==> src/design/bma_pkg.sv <==
/*
  Package for the internal bus master arbiter: register map, field layout,
  reset values and the enumerations shared by the arbiter files.
  Assumes a single 100 MHz system clock and a plain register port.
*/
package bma_pkg;

  localparam int ADDR_W = 4;
  localparam int DATA_W = 8;

  // Register offsets on the plain register port
  localparam logic [3:0] OFS_PRIO_CTRL = 4'h0;
  localparam logic [3:0] OFS_ARB_STATUS = 4'h1;

  // Field positions inside the priority control register
  localparam int POS_POLICY_LO = 0;
  localparam int POS_POLICY_HI = 1;
  localparam int POS_LEGACY_INT = 2;
  localparam int POS_LEGACY_EXT = 3;
  localparam int POS_UNUSED_DISP = 4;
  localparam int POS_COUNT_WIDTH = 5;

  // Field positions inside the status register
  localparam int POS_ST_GNT_CORE = 0;
  localparam int POS_ST_GNT_DMA = 1;
  localparam int POS_ST_RR_DMA_NEXT = 2;
  localparam int POS_ST_PARK_DMA = 3;
  localparam int POS_ST_LEGACY_ERR = 4;

  // Reset values
  localparam logic [7:0] RST_PRIO_CTRL = 8'h00;

  // Bandwidth setting that lifts the DMA above the core under round robin
  localparam logic [2:0] BW_MAXIMUM = 3'h0;

  typedef enum logic [1:0] {
    BMA_POL_ROUND_ROBIN,
    BMA_POL_PARK_CORE,
    BMA_POL_PARK_DMA,
    BMA_POL_PARK_CURRENT
  } bma_policy_t;

  typedef enum logic [1:0] {
    BMA_OWN_IDLE,
    BMA_OWN_CORE,
    BMA_OWN_DMA
  } bma_owner_t;

endpackage

==> src/design/bma_regs.sv <==
/*
  Register file of the arbiter: the 8-bit priority control register and the
  read-only status word, with read data registered one cycle after the strobe.
  Assumes strobes are single cycle and never both high at once.
*/
`timescale 1ns/1ps
module bma_regs (
  input wire logic sys_clk,
  input wire logic rst,
  input wire logic [bma_pkg::ADDR_W-1:0] reg_addr,
  input wire logic [bma_pkg::DATA_W-1:0] reg_wdata,
  input wire logic reg_wr,
  input wire logic reg_rd,
  input wire logic [bma_pkg::DATA_W-1:0] status_word,
  output logic [bma_pkg::DATA_W-1:0] reg_rdata,
  output logic [bma_pkg::DATA_W-1:0] prio_ctrl
);
  import bma_pkg::*;

  wire logic hit_ctrl = (reg_addr == OFS_PRIO_CTRL);
  wire logic hit_status = (reg_addr == OFS_ARB_STATUS);
  wire logic [DATA_W-1:0] rd_mux = hit_ctrl ? prio_ctrl :
                                   hit_status ? status_word : 8'h00;

  always_ff @(posedge sys_clk) begin
    if (rst) begin
      prio_ctrl <= RST_PRIO_CTRL;
    end else if (reg_wr && hit_ctrl) begin
      prio_ctrl <= reg_wdata;
    end
  end

  // Unmapped reads answer zero; data stand for one cycle only
  always_ff @(posedge sys_clk) begin
    if (rst) begin
      reg_rdata <= 8'h00;
    end else if (reg_rd) begin
      reg_rdata <= rd_mux;
    end else begin
      reg_rdata <= 8'h00;
    end
  end

endmodule // bma_regs

==> src/design/bma_grant_core.sv <==
/*
  Priority core of the arbiter: picks the winner of one arbitration from the
  two requests, the policy and the remembered priority state.
  Pure combinational; the caller only consults it at transfer boundaries.
*/
`timescale 1ns/1ps
module bma_grant_core (
  input wire logic core_req,
  input wire logic dma_req,
  input wire bma_pkg::bma_policy_t policy,
  input wire logic rr_dma_next,
  input wire logic park_dma,
  input wire logic dma_bw_max,
  output logic pick_core,
  output logic pick_dma
);
  import bma_pkg::*;

  logic dma_first;

  always_comb begin
    case (policy)
      BMA_POL_ROUND_ROBIN: dma_first = rr_dma_next | dma_bw_max;
      BMA_POL_PARK_CORE: dma_first = 1'b0;
      BMA_POL_PARK_DMA: dma_first = 1'b1;
      BMA_POL_PARK_CURRENT: dma_first = park_dma;
      default: dma_first = 1'b0;
    endcase
  end

  // Only one winner ever; the loser wins only when the favourite is silent
  assign pick_dma = dma_req & (dma_first | ~core_req);
  assign pick_core = core_req & ~pick_dma;

endmodule // bma_grant_core

==> src/design/bma_arbiter.sv <==
/*
  Internal bus master arbiter between the processor core and the DMA module.
  Holds the priority control register, arbitrates at transfer boundaries and
  exports the DMA count-width select. Assumes requesters hold their request
  until granted and mark the last cycle of a transfer with a done pulse.
*/
// Behaviour
// - Bus ownership is decided between exactly two masters, core and DMA.
// - The policy comes from the low two bits of the priority control register.
// - Round robin hands top priority to the master that did not own the finished transfer.
// - Round robin starts with the core on top after reset.
// - A DMA at maximum bandwidth setting ranks above the core under round robin.
// - Policy 01 favours the core and grants DMA only while the core does not request.
// - Policy 10 favours the DMA and grants the core only while the DMA does not request.
// - Policy 11 keeps the master that last won the bus from idle on top until the other master wins from idle.
// - Under policy 11 the first master to arbitrate becomes the current master.
// - All DMA channels together form a single requester.
// - The count-width bit selects 16-bit or 24-bit DMA byte counters.
// - The priority control register is 8 bits wide and read-write.
`timescale 1ns/1ps
module bma_arbiter (
  input wire logic sys_clk,
  input wire logic rst,
  input wire logic [bma_pkg::ADDR_W-1:0] reg_addr,
  input wire logic [bma_pkg::DATA_W-1:0] reg_wdata,
  input wire logic reg_wr,
  input wire logic reg_rd,
  output logic [bma_pkg::DATA_W-1:0] reg_rdata,
  input wire logic core_req,
  input wire logic core_done,
  input wire logic dma_req,
  input wire logic dma_done,
  input wire logic [2:0] dma_bandwidth_control,
  output logic core_gnt,
  output logic dma_gnt,
  output logic dma_count_width_select,
  output logic legacy_bits_set
);
  import bma_pkg::*;

  ////////////////////////////////////////////////////////////////////////////
  // Registers

  logic [DATA_W-1:0] prio_ctrl;
  logic [DATA_W-1:0] status_word;
  logic rr_dma_next;
  logic park_dma;

  bma_regs u_regs (
    .sys_clk(sys_clk),
    .rst(rst),
    .reg_addr(reg_addr),
    .reg_wdata(reg_wdata),
    .reg_wr(reg_wr),
    .reg_rd(reg_rd),
    .status_word(status_word),
    .reg_rdata(reg_rdata),
    .prio_ctrl(prio_ctrl)
  );

  wire bma_policy_t policy = bma_policy_t'(prio_ctrl[POS_POLICY_HI:POS_POLICY_LO]);
  wire logic legacy_any = prio_ctrl[POS_LEGACY_INT] | prio_ctrl[POS_LEGACY_EXT];

  // Unused status bits read as zero
  always_comb begin
    status_word = '0;
    status_word[POS_ST_GNT_CORE] = core_gnt;
    status_word[POS_ST_GNT_DMA] = dma_gnt;
    status_word[POS_ST_RR_DMA_NEXT] = rr_dma_next;
    status_word[POS_ST_PARK_DMA] = park_dma;
    status_word[POS_ST_LEGACY_ERR] = legacy_bits_set;
  end

  ////////////////////////////////////////////////////////////////////////////
  // Arbitration

  bma_owner_t owner;
  bma_owner_t next_owner;
  logic pick_core;
  logic pick_dma;

  // DMA module as one requester; channel order settled inside it
  wire logic dma_bw_max = (dma_bandwidth_control == BW_MAXIMUM);

  // Owner in its done cycle has just spent its turn, so the other side leads
  wire logic rr_dma_now = (owner == BMA_OWN_CORE) ? 1'b1 :
                          (owner == BMA_OWN_DMA) ? 1'b0 : rr_dma_next;

  bma_grant_core u_pick (
    .core_req(core_req),
    .dma_req(dma_req),
    .policy(policy),
    .rr_dma_next(rr_dma_now),
    .park_dma(park_dma),
    .dma_bw_max(dma_bw_max),
    .pick_core(pick_core),
    .pick_dma(pick_dma)
  );

  // Re-arbitrate only when idle or in the done cycle of the owner
  wire logic xfer_end = (owner == BMA_OWN_CORE && core_done) ||
                        (owner == BMA_OWN_DMA && dma_done);
  wire logic boundary = (owner == BMA_OWN_IDLE) || xfer_end;
  wire logic bus_idle_now = boundary && !pick_core && !pick_dma;

  always_comb begin
    next_owner = owner;
    if (boundary) begin
      if (pick_dma) begin
        next_owner = BMA_OWN_DMA;
      end else if (pick_core) begin
        next_owner = BMA_OWN_CORE;
      end else begin
        next_owner = BMA_OWN_IDLE;
      end
    end
  end

  always_ff @(posedge sys_clk) begin
    if (rst) begin
      owner <= BMA_OWN_IDLE;
      core_gnt <= 1'b0;
      dma_gnt <= 1'b0;
    end else begin
      owner <= next_owner;
      core_gnt <= (next_owner == BMA_OWN_CORE);
      dma_gnt <= (next_owner == BMA_OWN_DMA);
    end
  end

  ////////////////////////////////////////////////////////////////////////////
  // Priority memory

  // Round robin: the finishing master drops to low priority
  always_ff @(posedge sys_clk) begin
    if (rst) begin
      rr_dma_next <= 1'b0;
    end else if (core_done && owner == BMA_OWN_CORE) begin
      rr_dma_next <= 1'b1;
    end else if (dma_done && owner == BMA_OWN_DMA) begin
      rr_dma_next <= 1'b0;
    end
  end

  // Park on current: priority follows whoever wins from idle
  always_ff @(posedge sys_clk) begin
    if (rst) begin
      park_dma <= 1'b0;
    end else if (owner == BMA_OWN_IDLE && pick_dma) begin
      park_dma <= 1'b1;
    end else if (owner == BMA_OWN_IDLE && pick_core) begin
      park_dma <= 1'b0;
    end
  end

  ////////////////////////////////////////////////////////////////////////////
  // Side outputs

  always_ff @(posedge sys_clk) begin
    if (rst) begin
      dma_count_width_select <= 1'b0;
      legacy_bits_set <= 1'b0;
    end else begin
      dma_count_width_select <= prio_ctrl[POS_COUNT_WIDTH];
      legacy_bits_set <= legacy_any;
    end
  end

  ////////////////////////////////////////////////////////////////////////////
  // Checks

  chk_one_grant: assert property (@(posedge sys_clk) disable iff (rst)
    !(core_gnt && dma_gnt))
    else $error("both masters granted");

  chk_grant_hold: assert property (@(posedge sys_clk) disable iff (rst)
    (core_gnt && !core_done) |=> core_gnt)
    else $error("core grant dropped mid transfer");

  chk_park_core: assert property (@(posedge sys_clk) disable iff (rst)
    (policy == BMA_POL_PARK_CORE && boundary && core_req) |=> core_gnt)
    else $error("core not favoured under park on core");

  chk_park_dma: assert property (@(posedge sys_clk) disable iff (rst)
    (policy == BMA_POL_PARK_DMA && boundary && dma_req) |=> dma_gnt)
    else $error("dma not favoured under park on dma");

  chk_rr_swap: assert property (@(posedge sys_clk) disable iff (rst)
    (policy == BMA_POL_ROUND_ROBIN && core_gnt && core_done && dma_req) |=> dma_gnt)
    else $error("round robin did not pass to dma");

  chk_rr_bw_max: assert property (@(posedge sys_clk) disable iff (rst)
    (policy == BMA_POL_ROUND_ROBIN && owner == BMA_OWN_IDLE && dma_req && dma_bw_max)
    |=> dma_gnt)
    else $error("max bandwidth dma lost to core");

  chk_park_cur: assert property (@(posedge sys_clk) disable iff (rst)
    (policy == BMA_POL_PARK_CURRENT && park_dma && boundary && dma_req) |=> dma_gnt)
    else $error("current master lost priority");

  chk_rr_init: assert property (@(posedge sys_clk)
    $fell(rst) |-> !rr_dma_next)
    else $error("round robin not starting with core");

  chk_width_sel: assert property (@(posedge sys_clk) disable iff (rst)
    ##1 dma_count_width_select == $past(prio_ctrl[POS_COUNT_WIDTH]))
    else $error("count width select not following register");

  chk_idle_none: assert property (@(posedge sys_clk) disable iff (rst)
    bus_idle_now |=> !core_gnt && !dma_gnt)
    else $error("grant without request");

  // Ownership
  chk_dma_hold: assert property (@(posedge sys_clk) disable iff (rst)
    (dma_gnt && !dma_done) |=> dma_gnt)
    else $error("dma grant dropped mid transfer");

  chk_core_no_req: assert property (@(posedge sys_clk) disable iff (rst)
    (boundary && !core_req) |=> !core_gnt)
    else $error("core granted without request");

  chk_dma_no_req: assert property (@(posedge sys_clk) disable iff (rst)
    (boundary && !dma_req) |=> !dma_gnt)
    else $error("dma granted without request");

  chk_rst_quiet: assert property (@(posedge sys_clk)
    rst |=> (!core_gnt && !dma_gnt && prio_ctrl == RST_PRIO_CTRL))
    else $error("reset left a grant or control bits");

  // Round robin
  chk_rr_first: assert property (@(posedge sys_clk) disable iff (rst)
    (policy == BMA_POL_ROUND_ROBIN && owner == BMA_OWN_IDLE && !rr_dma_next && core_req
      && !dma_bw_max) |=> core_gnt)
    else $error("core not on top under round robin");

  chk_rr_dma_turn: assert property (@(posedge sys_clk) disable iff (rst)
    (policy == BMA_POL_ROUND_ROBIN && owner == BMA_OWN_IDLE && rr_dma_next && dma_req)
      |=> dma_gnt)
    else $error("dma turn skipped under round robin");

  chk_rr_back: assert property (@(posedge sys_clk) disable iff (rst)
    (policy == BMA_POL_ROUND_ROBIN && dma_gnt && dma_done && core_req && !dma_bw_max)
      |=> core_gnt)
    else $error("round robin did not pass back to core");

  chk_rr_mark_core: assert property (@(posedge sys_clk) disable iff (rst)
    (core_gnt && core_done) |=> rr_dma_next)
    else $error("core turn not recorded");

  chk_rr_mark_dma: assert property (@(posedge sys_clk) disable iff (rst)
    (dma_gnt && dma_done) |=> !rr_dma_next)
    else $error("dma turn not recorded");

  // Parking
  chk_park_core_dma: assert property (@(posedge sys_clk) disable iff (rst)
    (policy == BMA_POL_PARK_CORE && boundary && dma_req && !core_req) |=> dma_gnt)
    else $error("dma refused while core silent");

  chk_park_dma_core: assert property (@(posedge sys_clk) disable iff (rst)
    (policy == BMA_POL_PARK_DMA && boundary && core_req && !dma_req) |=> core_gnt)
    else $error("core refused while dma silent");

  chk_park_first_dma: assert property (@(posedge sys_clk) disable iff (rst)
    (policy == BMA_POL_PARK_CURRENT && owner == BMA_OWN_IDLE && dma_req && !core_req)
      |=> (dma_gnt && park_dma))
    else $error("first dma requester not made current");

  chk_park_first_core: assert property (@(posedge sys_clk) disable iff (rst)
    (policy == BMA_POL_PARK_CURRENT && owner == BMA_OWN_IDLE && core_req && !dma_req)
      |=> (core_gnt && !park_dma))
    else $error("first core requester not made current");

  chk_park_keep: assert property (@(posedge sys_clk) disable iff (rst)
    (policy == BMA_POL_PARK_CURRENT && !park_dma && boundary && core_req) |=> core_gnt)
    else $error("parked core lost priority");

  // Park priority may only move while nobody owns the bus
  chk_park_stay: assert property (@(posedge sys_clk) disable iff (rst)
    (owner != BMA_OWN_IDLE) |=> $stable(park_dma))
    else $error("park owner changed during a transfer");

  // Register port and side outputs
  chk_wr_lands: assert property (@(posedge sys_clk) disable iff (rst)
    (reg_wr && reg_addr == OFS_PRIO_CTRL) |=> prio_ctrl == $past(reg_wdata))
    else $error("control write lost");

  chk_status_ro: assert property (@(posedge sys_clk) disable iff (rst)
    (reg_wr && reg_addr != OFS_PRIO_CTRL) |=> $stable(prio_ctrl))
    else $error("stray write changed control");

  chk_rd_ctrl: assert property (@(posedge sys_clk) disable iff (rst)
    (reg_rd && reg_addr == OFS_PRIO_CTRL) |=> reg_rdata == $past(prio_ctrl))
    else $error("control read data wrong");

  chk_rd_status: assert property (@(posedge sys_clk) disable iff (rst)
    (reg_rd && reg_addr == OFS_ARB_STATUS) |=> reg_rdata == $past(status_word))
    else $error("status read data wrong");

  chk_rd_unmapped: assert property (@(posedge sys_clk) disable iff (rst)
    (reg_rd && reg_addr != OFS_PRIO_CTRL && reg_addr != OFS_ARB_STATUS)
      |=> reg_rdata == '0)
    else $error("unmapped read not zero");

  chk_rdata_gap: assert property (@(posedge sys_clk) disable iff (rst)
    !reg_rd |=> reg_rdata == '0)
    else $error("read data outside the read slot");

  chk_legacy_flag: assert property (@(posedge sys_clk) disable iff (rst)
    ##1 legacy_bits_set == $past(legacy_any))
    else $error("legacy flag not following register");

endmodule // bma_arbiter

==> config.mk <==
export PLATFORM = sky130hd
export DESIGN_NAME = bma_arbiter
export DESIGN_NICKNAME = d
export VERILOG_FILES = /design/src/design/bma_pkg.sv /design/src/design/bma_regs.sv /design/src/design/bma_grant_core.sv /design/src/design/bma_arbiter.sv
export SDC_FILE = /design/constraint.sdc
export NUM_CORES = 1
export LEC_CHECK = 0
export BUFFER_PORTS_ARGS = -buffer_cell sky130_fd_sc_hd__buf_4
export CAP_MARGIN = 20
export CORE_UTILIZATION = 46
export DETAILED_ROUTE_END_ITERATION = 10
export PLACE_DENSITY = 0.81
export SETUP_SLACK_MARGIN = 0.05
export SYNTH_ARGS = -nofsm -noshare
export SYNTH_HDL_FRONTEND = slang
export SYNTH_SLANG_ARGS = --single-unit
==> constraint.sdc <==
create_clock -name sys_clk -period 2.2 [get_ports sys_clk]
set_clock_uncertainty 0.2 [all_clocks]
set_input_delay 0.44 -clock sys_clk [delete_from_list [all_inputs] [get_ports sys_clk]]
set_output_delay 0.44 -clock sys_clk [all_outputs]
set_load 0.05 [all_outputs]
Word level (Yosys, flattened, before mapping)
Cells that the tools add are included.
- eq/ne operators: 8
- muxes and demuxes: 12
- bitwise operators: 8
- reductions and logical operators: 14
- operators with widths (cell ; number):
    $eq 2x2->1 const B ; 4
    $mux 8 ; 1
    $mux 1 ; 7
    $eq 2x1->1 const B ; 3
    $logic_and 1x1->1 ; 5
    $mux 5 ; 1
    $eq 4x1->1 const B ; 1
    $logic_not 2->1 ; 2
    $logic_not 4->1 ; 1
    $mux 2 ; 2
    $pmux 1 s4 ; 1
    $reduce_bool 2->1 ; 2
    $logic_not 3->1 ; 1
    $not 1->1 ; 3
    $or 1x1->1 ; 3
    $and 1x1->1 ; 2
    $logic_or 1x1->1 ; 2
    $reduce_or 2->1 ; 1
- flip-flop bits (word level): 24
- output and inout port bits: 12
- logic and storage cells: 51

Longest topological paths before layout
Gate-level depths: netlist (run 1).
- depth after elaboration: 13
- mapped depth: 4

By module
Synthesis (run 1) repeated with hierarchy kept, for this count alone.
- cells, all modules: 108
- area, all modules: 1037.2 um^2
- by module, submodules not included (module ; times used ; cells each ; area each (um^2) ; seq. area each (um^2)):
    bma_regs ; 1 ; 65 ; 643.1 ; 320.3
    bma_arbiter ; 1 ; 37 ; 346.6 ; 160.2
    bma_grant_core ; 1 ; 6 ; 47.5 ; 0.0

Worst setup path before layout (run 1)
Ideal clock, no wire load.
- path type: register to register
- from: register owner[1]
- to: register park_dma
- library setup time: 0.117 ns
- data arrival time: 1.353 ns
- required time: 1.883 ns
- path slack: 0.529 ns
- stages on the path, launching flop included: 5
- clock period less this slack: 1.671 ns
- path through: dfxtp_1 -> inv_2 -> maj3_2 -> o41a_1 -> a32o_1
- longest elaborated chain between the ends: 11
- elaborated cells on any way between the ends: 15
- classes of those cells: 2 x eq/ne; 4 x mux; 5 x bitwise; 4 x reduce/logical
- ends and longest elaborated chain (item ; line ; source):
    start: declaration ; bma_arbiter.sv:77 ; bma_owner_t owner;
    start signal: assignment ; bma_arbiter.sv:125 ; owner <= next_owner;
    $eq 2x2->1 ; bma_arbiter.sv:87 ; (owner == BMA_OWN_DMA) ? 1'b0 : rr_dma_next;
    $mux 1 ; bma_arbiter.sv:87 ;
    $mux 1 ; bma_arbiter.sv:86 ; wire logic rr_dma_now = (owner == BMA_OWN_CORE) ? 1'b1 :
    $or 1x1->1 ; bma_grant_core.sv:23 ; BMA_POL_ROUND_ROBIN: dma_first = rr_dma_next | dma_bw_max;
    $pmux 1 s4 ; bma_grant_core.sv:22 ; case (policy)
    $or 1x1->1 ; bma_grant_core.sv:32 ; assign pick_dma = dma_req & (dma_first | ~core_req);
    $and 1x1->1 ; bma_grant_core.sv:32 ;
    $not 1->1 ; bma_grant_core.sv:33 ; assign pick_core = core_req & ~pick_dma;
    $and 1x1->1 ; bma_grant_core.sv:33 ;
    $logic_and 1x1->1 ; bma_arbiter.sv:151 ; end else if (owner == BMA_OWN_IDLE && pick_core) begin
    $reduce_bool 2->1 (no line) ; - ;
    end signal: assignment ; bma_arbiter.sv:148 ; park_dma <= 1'b0;
    end signal: assignment ; bma_arbiter.sv:150 ; park_dma <= 1'b1;
    end signal: assignment ; bma_arbiter.sv:152 ; park_dma <= 1'b0;
    end: declaration ; bma_arbiter.sv:47 ; logic park_dma;
Parallel ways exist; a longest one is shown, timed or not.
A chain may end at the register's enable or synchronous reset.

Worst setup path in the final report (run 1)
Ends and elaborated chain as after synthesis.

==> results of run 1 <==
[path summary, 6_finish.rpt]
path,startpoint,end,slack (ns),depth (start not counted)
hold reg to reg,u_regs.prio_ctrl[5]$_SDFFE_PP0P_,dma_count_width_select$_SDFF_PP0_,0.28,1
hold / removal,reg_wdata[6],u_regs.prio_ctrl[6]$_SDFFE_PP0P_,0.16,3
setup reg to reg,owner[1]$_SDFF_PP0_,park_dma$_SDFFE_PP0P_,0.38,4
setup / recovery,owner[1]$_SDFF_PP0_,park_dma$_SDFFE_PP0P_,0.38,4
[cell usage in the layout (no fill, tap or decap)]
master     netlist  layout
nor3b_1          1       1
nand3_1          3       3
inv_2            2       2
o41a_1           1       1
nand2_1          5       5
dfxtp_1         24      24
o2bb2ai_1        1       1
nor2_1          16      16
nor3_2           1       1
a32oi_1          1       1
a21oi_1          3       3
nor3_1           1       1
and2_1           4       4
a22o_1           5       5
inv_1            2       2
buf_4            0      35
maj3_2           1       1
mux2i_1          8       8
a21boi_0         1       1
a311oi_2         1       1
and3_1           1       1
o311ai_1         1       1
clkbuf_4         0       3
nor2b_1          1       1
nand2b_1         3       3
o21a_1           1       1
a32o_1           1       1
a31oi_1          2       2
[sequential cells by signal, indices dropped and copies added (netlist names)]
name	count
park_dma	1
owner	2
core_gnt	1
rr_dma_next	1
dma_count_width_select	1
u_regs.prio_ctrl	8
legacy_bits_set	1
u_regs.reg_rdata	8
dma_gnt	1
[per-layer routing]
metal  vias to the layer above  share of wire
met4                         0          0.015
met3                         4          0.074
met1                       353           0.43
met2                        37           0.48
met5                         -              0
li1                        406              -
[where the power goes]
part	internal, mW	total (mW)	switching [mW]
registers	0.456	0.480	0.0231
clock network	0.0639	0.185	0.121
logic	0.0720	0.154	0.0816
[stage by stage]
step           std cells  power [mW]  setup WS [ns]   util  cell area, µm²
2_1_floorplan         92       0.578          0.529      -             912
3_5_place_dp         151       0.643          0.332  0.674            1200
6_report             154       0.818          0.382  0.687            1220
4_1_cts              154       0.817          0.386  0.687            1220
5_1_grt              154       0.854          0.307  0.687            1220
3_3_place_gp         151       0.638          0.394  0.674            1200
[worst max-delay path: stages (launching register included)]
cell and delay, ns:
dfxtp_1 0.49, inv_2 0.06, maj3_2 0.32, o41a_1 0.43
a32o_1 0.23
[area by class of cell]
| cell class | count | area share |
|---|---|---|
| Multi-Input combinational cell | 63 | 0.337 |
| Clock buffer | 3 | 0.0184 |
| Timing Repair Buffer | 35 | 0.215 |
| Sequential cell | 24 | 0.392 |
| Inverter | 4 | 0.0123 |
| Tap cell | 25 | 0.0255 |
[kinds of logic after synthesis]
logic type / Yosys count / share of synthesized area
buffers and inverters: 5 / 0.0206
adder cells (fa/ha/maj): 1 / 0.0123
AO/OA/AOI/OAI: 18 / 0.163
flip-flops: 24 / 0.527
multiplexers: 8 / 0.0878
AND/OR/NAND/NOR: 36 / 0.189
==> results, run 1 <==
- After filler insertion, the fill cell instance count of the layout stands at ~150.
- Routability-driven placement finished with a final weighted congestion of 0.805.
- The synthesis warning total is 0.
- The number of buffers on the longest clock path is 2.
- The relative area change from synthesis to final layout is 34.3%.
- The number of antenna violations at the first check in global routing is 0.
- Once the clock tree was built, the resizer swapped 0 gates to a different size.
- The number of search-and-repair iterations in the first detailed-routing pass is 4.
- The effective utilization at floorplan is 0.512.
- The maximum vdd drop is 374 µV.
- The number of vias per cell is 5.19.
- Setup violations remaining at the end of the flow were counted as 0.
- Global routing finished with a remaining overflow of 0.
- The proportion of register bits with asynchronous set or reset after synthesis is 0.
- The highest fanout seen on the critical path is 7.
- Setup repair after global routing left no endpoint under its margin.
- The count of mapped cells out of synthesis is around 90.
- The cell at the root of the clock tree is clkbuf_4.
- Of the cells placed in the final design, the portion with a size suffix greater than 1 is 0.333.
- In the global route stage, met2 resource usage came out at 0.364.
- The critical path startpoint category is a flop.
- The first-pass GRT wire length is 2990 µm.
- After clock tree synthesis, the clock-pin slew on the worst setup and hold paths is 0.13 ns.
- By area the synthesized netlist is led by dfxtp_1 (53%), mux2i_1 (8.8%), nor2_1 (6.6%).
- The share of synthesized area in the top cell type comes to 0.527.
- The core region is 1780 µm².
- The tool flagged a number of max-cap violations equal to 0.
- The total routed wirelength is 1990 µm.
- Measured along the y axis, the die boundary spans roughly 47 µm.
- After synthesis the netlist holds a flip-flop and latch count of 24.
- The required time of the critical path is 2.22 ns.
- Setup total negative slack on the finished layout was measured at 0 ns.
- Hold repair after CTS inserted 0 buffers.
- The via count of the first global-routing pass came to 717.
- The count of distinct cell types in the synthesized netlist is 27.
- The analysis attributes to cell leakage a power of a little under 0.6 nW.
- For this run, design rule violations remaining after detail routing come to 0.
- The net total in the final layout is 154.
- Counting every net in the synthesized netlist gives ~120.
- TritonCTS built the clock tree.
- Ranked by instance count, the synthesized netlist is headed by dfxtp_1 (24), nor2_1 (16), mux2i_1 (8).
- The area taken by multi-input logic gates is approximately 410 µm².
- The largest net degree at the start of global routing is 14.
- The met3 track utilization from global routing is 0.0353.
- In this run the cell area of the synthesized design comes to 912 µm².
- Measured against its own limit, the worst slew margin works out to 0.608.
- The number of post-CTS setup repair buffers is 0.
- After detailed routing, the average wire length per cell comes to 12.9 µm.
- For this run, the register share of the synthesized area comes to 0.527.
- The global-route usage over all layers is 0.207.
- By startpoint and endpoint, the worst setup path is classified as flop to flop.
- The most used routing layer is met2.
- The kind of path behind the tightest hold check is input pin to flop.
- The count of final max-slew check failures is 0.
- The number of enable flip-flop cells after synthesis is 0.
- The biggest area consumer among synthesized cells is dfxtp_1.
- The synthesized area divided by synthesized cell count is 9.91 µm².
- For this design the ratio of total power to cell area is 668 nW/µm².
- The run finished with clean final reports.
- In this run the count of I/O pins placed on the die edge is 35.
- Static timing analysis puts the maximum clock frequency at approximately 550 MHz.
- The sequential cell area is ~480 µm².
- The pin slew with the least headroom to its limit is 0.587 ns.
- The overall die area is 2170 µm².
- The depth of the CTS H-tree is 1.
- The estimated wirelength of the detail-placed design is 1570 µm.
- The floorplan step set the die width to 46.5 µm.
- The clock drives 24 sinks.
- Subtracting the final worst setup slack from the clock period gives 1.82 ns.
- The number of buffers added on ports is 34.
- The tightest hold path in the finished design has a slack of 0.159 ns.
- The CTS buffer count is 3.
- The insertion delay to the later sink of the worst-skew pair is 0.31 ns.
- The final count of hold timing violations was 0.
- Data on the critical path arrives at its endpoint at 1.84 ns.
- The detailed router finished its first iteration with 20 violations.
- The prevailing post-synth register cell is dfxtp_1.
- The routed layout has 800 vias.
- In the global route stage, met1 resource usage came out at 0.233.
- Yosys instantiated no cell more often than dfxtp_1.
- The final cycle utilization of the critical path is 0.827.
- Once detail routing completed, the nets flagged for antenna violations numbered 0.
- Row generation in the floorplan step produced 15 rows.
- The worst setup path is captured at a flop.
- 0 antenna diodes ended up in the layout.
Note: power is estimated with default switching activity, not from simulation.
==> inputs of run 2 (changes only) <==
==> constraint.sdc (replaced) <==
create_clock -name sys_clk -period 1.8 [get_ports sys_clk]
set_clock_uncertainty 0.2 [all_clocks]
set_input_delay 0.36 -clock sys_clk [delete_from_list [all_inputs] [get_ports sys_clk]]
set_output_delay 0.36 -clock sys_clk [all_outputs]
set_load 0.05 [all_outputs]
==> results, run 2 (same netlist as run 1, synthesis figures left out) <==
- The worst hold path belongs to the class input pin to flop.
- The power density of the placed cells is 793 nW/µm² (+19%).
- The type of the setup path with the least slack is flop to flop.
- The TritonCTS clock tree is built.
- The placeable core region is 1780 µm² (unchanged).
- Leaving out fill and tap cells, the most frequent cells in the layout are buf_4 (40), dfxtp_1 (24), nor2_1 (16).
- The estimated wirelength of the detail-placed design is 1540 µm (-1.8%).
- The residual antenna-violating net count after detailed routing is 0 (unchanged).
- The number of search-and-repair iterations in the first detailed-routing pass is 4 (unchanged).
- The leakage power of the design is 0.619 nW (+4.1%).
- The met3 track utilization from global routing was 0.0392 (+0.00392).
- The first-pass GRT wire length is 2930 µm (-2.1%).
- Setup repair after global routing left no endpoint under its margin.
- Leaving out fill and tap cells, the most frequent cell in the layout is buf_4.
- The total number of clock tree sinks is 24 (unchanged).
- The relative area change from synthesis to final layout is 38.4%.
- For hold timing, the worst endpoint is u_regs.prio_ctrl[6]$_SDFFE_PP0P_.
- The area taken by multi-input logic gates is 413 µm² (unchanged).
- The startpoint of the most critical register-to-register path is owner[1]$_SDFF_PP0_.
- The summed negative setup slack over all endpoints is 0 ns (unchanged).
- The number of buffers added on ports came to 34 (unchanged).
- The number of buffers on the longest clock path came to 2 (unchanged).
- The met1 routing resource usage after global routing is 0.213 (-0.0203).
- The headroom to the max-slew limit is 0.758 (+0.151).
- The met2 track demand over resource is 0.344 (-0.0194).
- The critical path goes through inv_2, maj3_2, o41a_1, a32o_1.
- The hold path depth is 3 (unchanged).
- The via count of the first global-routing pass is 756 (+5.4%).
- The most used routing layer is met2.
- The insertion delay to the later sink of the worst-skew pair was 0.30 ns (about the same).
- The worst setup path is captured at a flop.
- The register-to-register setup slack is 0.14 ns (-0.24 ns).
- The CTS buffer count came to 3 (unchanged).
- The maximum frequency from static timing analysis is 603 MHz (+9.7%).
- The clock-pin slew of the registers on the worst-case setup and hold paths came to 0.12 ns (about the same).
- The maximum vdd drop is 477 µV (+28%).
- The highest fanout seen on the critical path came to 3 (-4).
- The vias after detailed routing is 828 (+3.5%).
- The die height is 46.5 µm (unchanged).
- The smallest setup slack after layout is 0.142 ns (-0.240 ns).
- The count of filler cells inserted in the layout is 138 (-8.6%).
- The detailed-route wire length per cell was 12.3 µm (-4.3%).
- The depth of the most critical reg-to-reg path is 4 (unchanged).
- The sequential cell area is 480 µm² (unchanged).
- The largest net degree at the start of global routing came to 14 (unchanged).
- The number of max-cap violations is 0 (unchanged).
- The time the final worst path needs with I/O delays and setup came to 1.66 ns (-0.160 ns).
- In this run the critical register-to-register path is captured at park_dma$_SDFFE_PP0P_.
- The critical path startpoint category is a flop.
- The largest registers in the layout are u_regs.prio_ctrl: 8 flops, u_regs.reg_rdata: 8 flops, owner: 2 flops.
- The post-CTS resize count is 0 (unchanged).
- The count of inserted antenna diode cells is 0 (unchanged).
- The total setup violations reported at the end of the flow was 0 (unchanged).
- The share of layout cells above drive strength 1 is 0.358 (+0.0249).
- The effective utilization at floorplan is 0.512 (unchanged).
- The slowest stage of the critical path is the o41a_1 cell.
- The weighted congestion reported at the end of routability-driven placement is 0.828 (+2.9%).
- The count of final max-slew check failures is 0 (unchanged).
- The required time of the critical path was 1.81 ns (-0.41 ns).
- The net total in the final layout came to 159 (+3.2%).
- The setup slack at placement is 0.166 ns (-0.166 ns).
- The overall die area is 2170 µm² (unchanged).
- The number of antenna violations at the first check in global routing came to 0 (unchanged).
- The final cycle utilization of the critical path is 0.921 (+0.0947).
- The cell at the root of the clock tree is clkbuf_4.
- The total routed wirelength was 1960 µm (-1.2%).
- The run finished with clean final reports.
- The signal arrival time at the worst endpoint came to 1.66 ns (-0.18 ns).
- The total I/O pin count was 35 (unchanged).
- The number of standard-cell rows in the floorplan is 15 (unchanged).
- The cts-stage hold buffer count is 0 (unchanged).
- The number of remaining DRC errors is 0 (unchanged).
- The DRC marker count from the first detailed-route iteration is 40 (+100%).
- The horizontal extent of the die is 46.5 µm (unchanged).
- The stage delay of the slowest cell on the critical path is 0.42 ns (-0.07 ns).
- The depth of the CTS H-tree is 1 (unchanged).
- The pin slew with the least headroom to its limit is 0.357 ns (-0.230 ns).
- The number of vias per cell came to 5.21 (+0.25%).
- The total congestion overflow after global routing is 0 (unchanged).
- The global-route usage over all layers came to 0.190 (-0.0173).
- The number of post-CTS setup repair buffers came to 0 (unchanged).
- The post-route core utilization is 0.708 (+0.0211).
- The final count of hold timing violations is 0 (unchanged).
- The start point of the worst min-delay path is reg_wdata[6].
-- run 2: cell count changes in the layout (fill, tap and decap cells not counted), sizes merged --
cell  before  now
buf       35   40
-- run 2: cell type report --
class                   count  area share
inverters                   4      0.0119
flip-flops and latches     24       0.381
repair buffers             40       0.238
well taps                  25      0.0248
clock buffers               3      0.0178
multi-input cells          63       0.327
-- run 2: routing by layer --
metal | wire, µm | up-vias | share of wire
met5 | 0 | - | 0
met4 | 14 | 0 | 0.0071
met3 | 157 | 2 | 0.080
met2 | 947 | 44 | 0.48
met1 | 843 | 374 | 0.43
li1 | - | 408 | -
-- run 2: metrics by stage --
| stage | instance area, µm² | hold slack [ns] | power, mW | std cells |
|---|---|---|---|---|
| final | 1260 | 0.0938 | 1.00 | 159 |
| after global routing | 1260 | 0.0816 | 1.05 | 159 |
| after CTS | 1260 | 0.0877 | 1.01 | 159 |
| after detailed placement | 1240 | 0.251 | 0.791 | 156 |
| after global placement | 1240 | 0.235 | 0.785 | 156 |
| after floorplan | 912 | 0.228 | 0.706 | 92 |
-- run 2: critical path, delay by kind of cell (launching register included) --
family / cells / cell delay, ns
flops: 1 / 0.37
compound gates: 2 / 0.64
buf+inv: 1 / 0.05
fa+ha+maj: 1 / 0.30
-- run 2: power by group --
part | internal, mW | total, mW | switching (mW)
clock network | 0.0778 | 0.220 | 0.142
registers | 0.558 | 0.580 | 0.0218
logic | 0.0944 | 0.201 | 0.107
-- run 2: worst max path at each step --
stage	start	end	slack, ns
after global placement	owner[1]$_SDFF_PP0_	park_dma$_SDFFE_PP0P_	0.19
after detailed placement	owner[1]$_SDFF_PP0_	park_dma$_SDFFE_PP0P_	0.17
after global routing	owner[1]$_SDFF_PP0_	park_dma$_SDFFE_PP0P_	0.11
after floorplan	owner[1]$_SDFF_PP0_	park_dma$_SDFFE_PP0P_	0.13
after CTS	owner[1]$_SDFF_PP0_	park_dma$_SDFFE_PP0P_	0.15
final	owner[1]$_SDFF_PP0_	park_dma$_SDFFE_PP0P_	0.14
==> inputs of run 3 (changes only) <==
--- a/config.mk
+++ b/config.mk
@@ -7,9 +7,9 @@
 export LEC_CHECK = 0
 export BUFFER_PORTS_ARGS = -buffer_cell sky130_fd_sc_hd__buf_4
 export CAP_MARGIN = 20
-export CORE_UTILIZATION = 46
+export CORE_UTILIZATION = 25
 export DETAILED_ROUTE_END_ITERATION = 10
-export PLACE_DENSITY = 0.81
+export PLACE_DENSITY = 0.51
 export SETUP_SLACK_MARGIN = 0.05
 export SYNTH_ARGS = -nofsm -noshare
 export SYNTH_HDL_FRONTEND = slang
==> results, run 3 (same netlist as run 1, synthesis figures left out) <==
- The placed instance count is 178 (+14%).
- The vias after detailed routing is 807 (-2.5%).
- The detailed-route wire length per cell was 11.4 µm (-7.6%).
- The type of the setup path with the least slack is flop to flop.
- Among cell families on the critical path, the largest total delay comes from compound AO/OA/AOI/OAI gates.
- The worst setup path is captured at a flop.
- The count of final max-slew check failures is 0 (unchanged).
- The highest fanout seen on the critical path was 6 (+3).
- The depth of the CTS H-tree is 1 (unchanged).
- The overall die area is 3890 µm² (+80%).
- Leaving out fill and tap cells, the most frequent cell in the layout is buf_4.
- The flow ran to the end, and the final reports show no timing, DRC or antenna violations.
- The count of filler cells inserted in the layout came to 364 (+160%).
- The total routed wirelength is 2070 µm (+5.2%).
- The total setup violations reported at the end of the flow is 0 (unchanged).
- The total number of clock tree sinks was 24 (unchanged).
- The library cells used most frequently in the layout, excluding fill and tap cells, are buf_4 (41), dfxtp_1 (24), nor2_1 (16).
- The pin slew with the least headroom to its limit was 0.307 ns (-0.0504 ns).
- The final cycle utilization of the critical path is 0.915 (-0.00658).
- The critical path startpoint category is a flop.
- The CTS buffer count is 3 (unchanged).
- The post-CTS resize count is 0 (unchanged).
- The clock-pin slew of the registers on the worst-case setup and hold paths is 0.13 ns (about the same).
- Clock tree synthesis selected as its root buffer the cell clkbuf_4.
- The horizontal extent of the die is 62.4 µm (+34%).
- The post-route core utilization is 0.379 (-0.329).
- The maximum frequency from static timing analysis is 607 MHz (+0.72%).
- The time the final worst path needs with I/O delays and setup is 1.65 ns (-0.0118 ns).
- The TritonCTS clock tree is built.
- The insertion delay to the later sink of the worst-skew pair is 0.30 ns (about the same).
- The die height is 62.4 µm (+34%).
- The total I/O pin count is 35 (unchanged).
- The kind of path behind the tightest hold check is input pin to flop.
- The sequential cell area is 480 µm² (unchanged).
- The maximum vdd drop is 219 µV (-54%).
- Setup repair after global routing left no endpoint under its margin.
- The headroom to the max-slew limit is 0.792 (+0.0341).
- The count of inserted antenna diode cells is 0 (unchanged).
- The largest registers in the layout are u_regs.prio_ctrl: 8 flops, u_regs.reg_rdata: 8 flops, owner: 2 flops.
- The stage delay of the slowest cell on the critical path was 0.42 ns (about the same).
- The number of standard-cell rows in the floorplan is 21 (+6).
- The first-pass GRT wire length is 3570 µm (+22%).
- The largest net degree at the start of global routing is 14 (unchanged).
- The leakage power of the design came to 0.624 nW (+0.88%).
- The effective utilization at floorplan was 0.267 (-0.245).
- The area taken by multi-input logic gates is 413 µm² (unchanged).
- The placeable core region is 3420 µm² (+92%).
- The total congestion overflow after global routing came to 0 (unchanged).
- The buffering stage count on the worst path with inverters included came to 0 (-1).
- The via count of the first global-routing pass came to 828 (+9.5%).
- The signal arrival time at the worst endpoint came to 1.66 ns (about the same).
- The required time of the critical path is 1.81 ns (about the same).
- The power density of the placed cells is 775 nW/µm² (-2.3%).
- From synthesis to final layout, the design area changed by 42.1%.
- The weighted congestion reported at the end of routability-driven placement is 0.873 (+5.5%).
- The number of antenna violations at the first check in global routing is 0 (unchanged).
- The number of vias per cell is 4.46 (-14%).
- The number of buffers on the longest clock path is 2 (unchanged).
- The cts-stage hold buffer count is 0 (unchanged).
- The estimated wirelength of the detail-placed design is 1690 µm (+9.4%).
- The library cell contributing the largest single delay on the critical path is o41a_1.
- The number of search-and-repair iterations in the first detailed-routing pass is 3 (-1).
- The summed negative setup slack over all endpoints is 0 ns (unchanged).
- The share of layout cells above drive strength 1 is 0.363 (+0.00475).
- The number of post-CTS setup repair buffers is 0 (unchanged).
- The signal on the critical path passes through maj3_2, o41a_1, a32o_1.
- The global-route usage over all layers is 0.115 (-0.0745).
- The DRC marker count from the first detailed-route iteration was 18 (-55%).
- The number of buffers added on ports was 34 (unchanged).
- The net total in the final layout is 160 (+0.63%).
- The final standard cell count with taps included and fillers excluded is 181 (+14%).
- The number of max-cap violations is 0 (unchanged).
- The residual antenna-violating net count after detailed routing is 0 (unchanged).
- The final count of hold timing violations is 0 (unchanged).
- The number of remaining DRC errors came to 0 (unchanged).
## run 3: cell count changes in the layout (fill, tap and decap cells not counted), sizes merged
| cell | change |
|---|---|
| buf | +1 |
## run 3: power by group
group | switching, mW | leakage (nW) | internal, mW
Clock | 0.146 | 0.0138 | 0.0780
Sequential | 0.0219 | 0.195 | 0.558
Combinational | 0.106 | 0.416 | 0.0946
Total | 0.274 | 0.624 | 0.730
## run 3: worst register-to-register path: cells and delay by family (launching register included)
| family | cells | cell delay (ns) |
|---|---|---|
| flops | 1 | 0.38 |
| compound gates | 2 | 0.65 |
| fa+ha+maj | 1 | 0.33 |
## run 3: layout make-up
| type | count | share of cell area |
|---|---|---|
| clock buffers | 3 | 0.0174 |
| inverters | 4 | 0.0116 |
| multi-input cells | 63 | 0.319 |
| flip-flops and latches | 24 | 0.371 |
| well taps | 46 | 0.0444 |
| repair buffers | 41 | 0.237 |
## run 3: path summary, 6_finish.rpt
kind,start,endpoint,slack (ns),cells past startpoint
min,reg_wdata[0],u_regs.prio_ctrl[0]$_SDFFE_PP0P_,0.08,3
min reg2reg,u_regs.prio_ctrl[7]$_SDFFE_PP0P_,u_regs.reg_rdata[7]$_SDFF_PP0_,0.27,1
max reg2reg,owner[0]$_SDFF_PP0_,park_dma$_SDFFE_PP0P_,0.15,3
max,owner[0]$_SDFF_PP0_,park_dma$_SDFFE_PP0P_,0.15,3
## run 3: metrics by stage
stage	total power [mW]	hold slack, ns	setup slack, ns	instance area (µm²)
2_1_floorplan	0.706	0.228	0.129	912
3_3_place_gp	0.792	0.240	0.189	1270
3_5_place_dp	0.794	0.245	0.170	1270
4_1_cts	1.02	0.0761	0.153	1300
5_1_grt	1.07	0.0755	0.103	1300
6_report	1.00	0.0830	0.154	1300
## run 3: per-layer routing
layer | vias up | track usage | routed length, µm
met5 | - | 0 | 0
met4 | 0 | 0.0640 | 44
met3 | 4 | 0.0274 | 87
met2 | 21 | 0.202 | 1080
met1 | 364 | 0.127 | 849
li1 | 418 | - | -
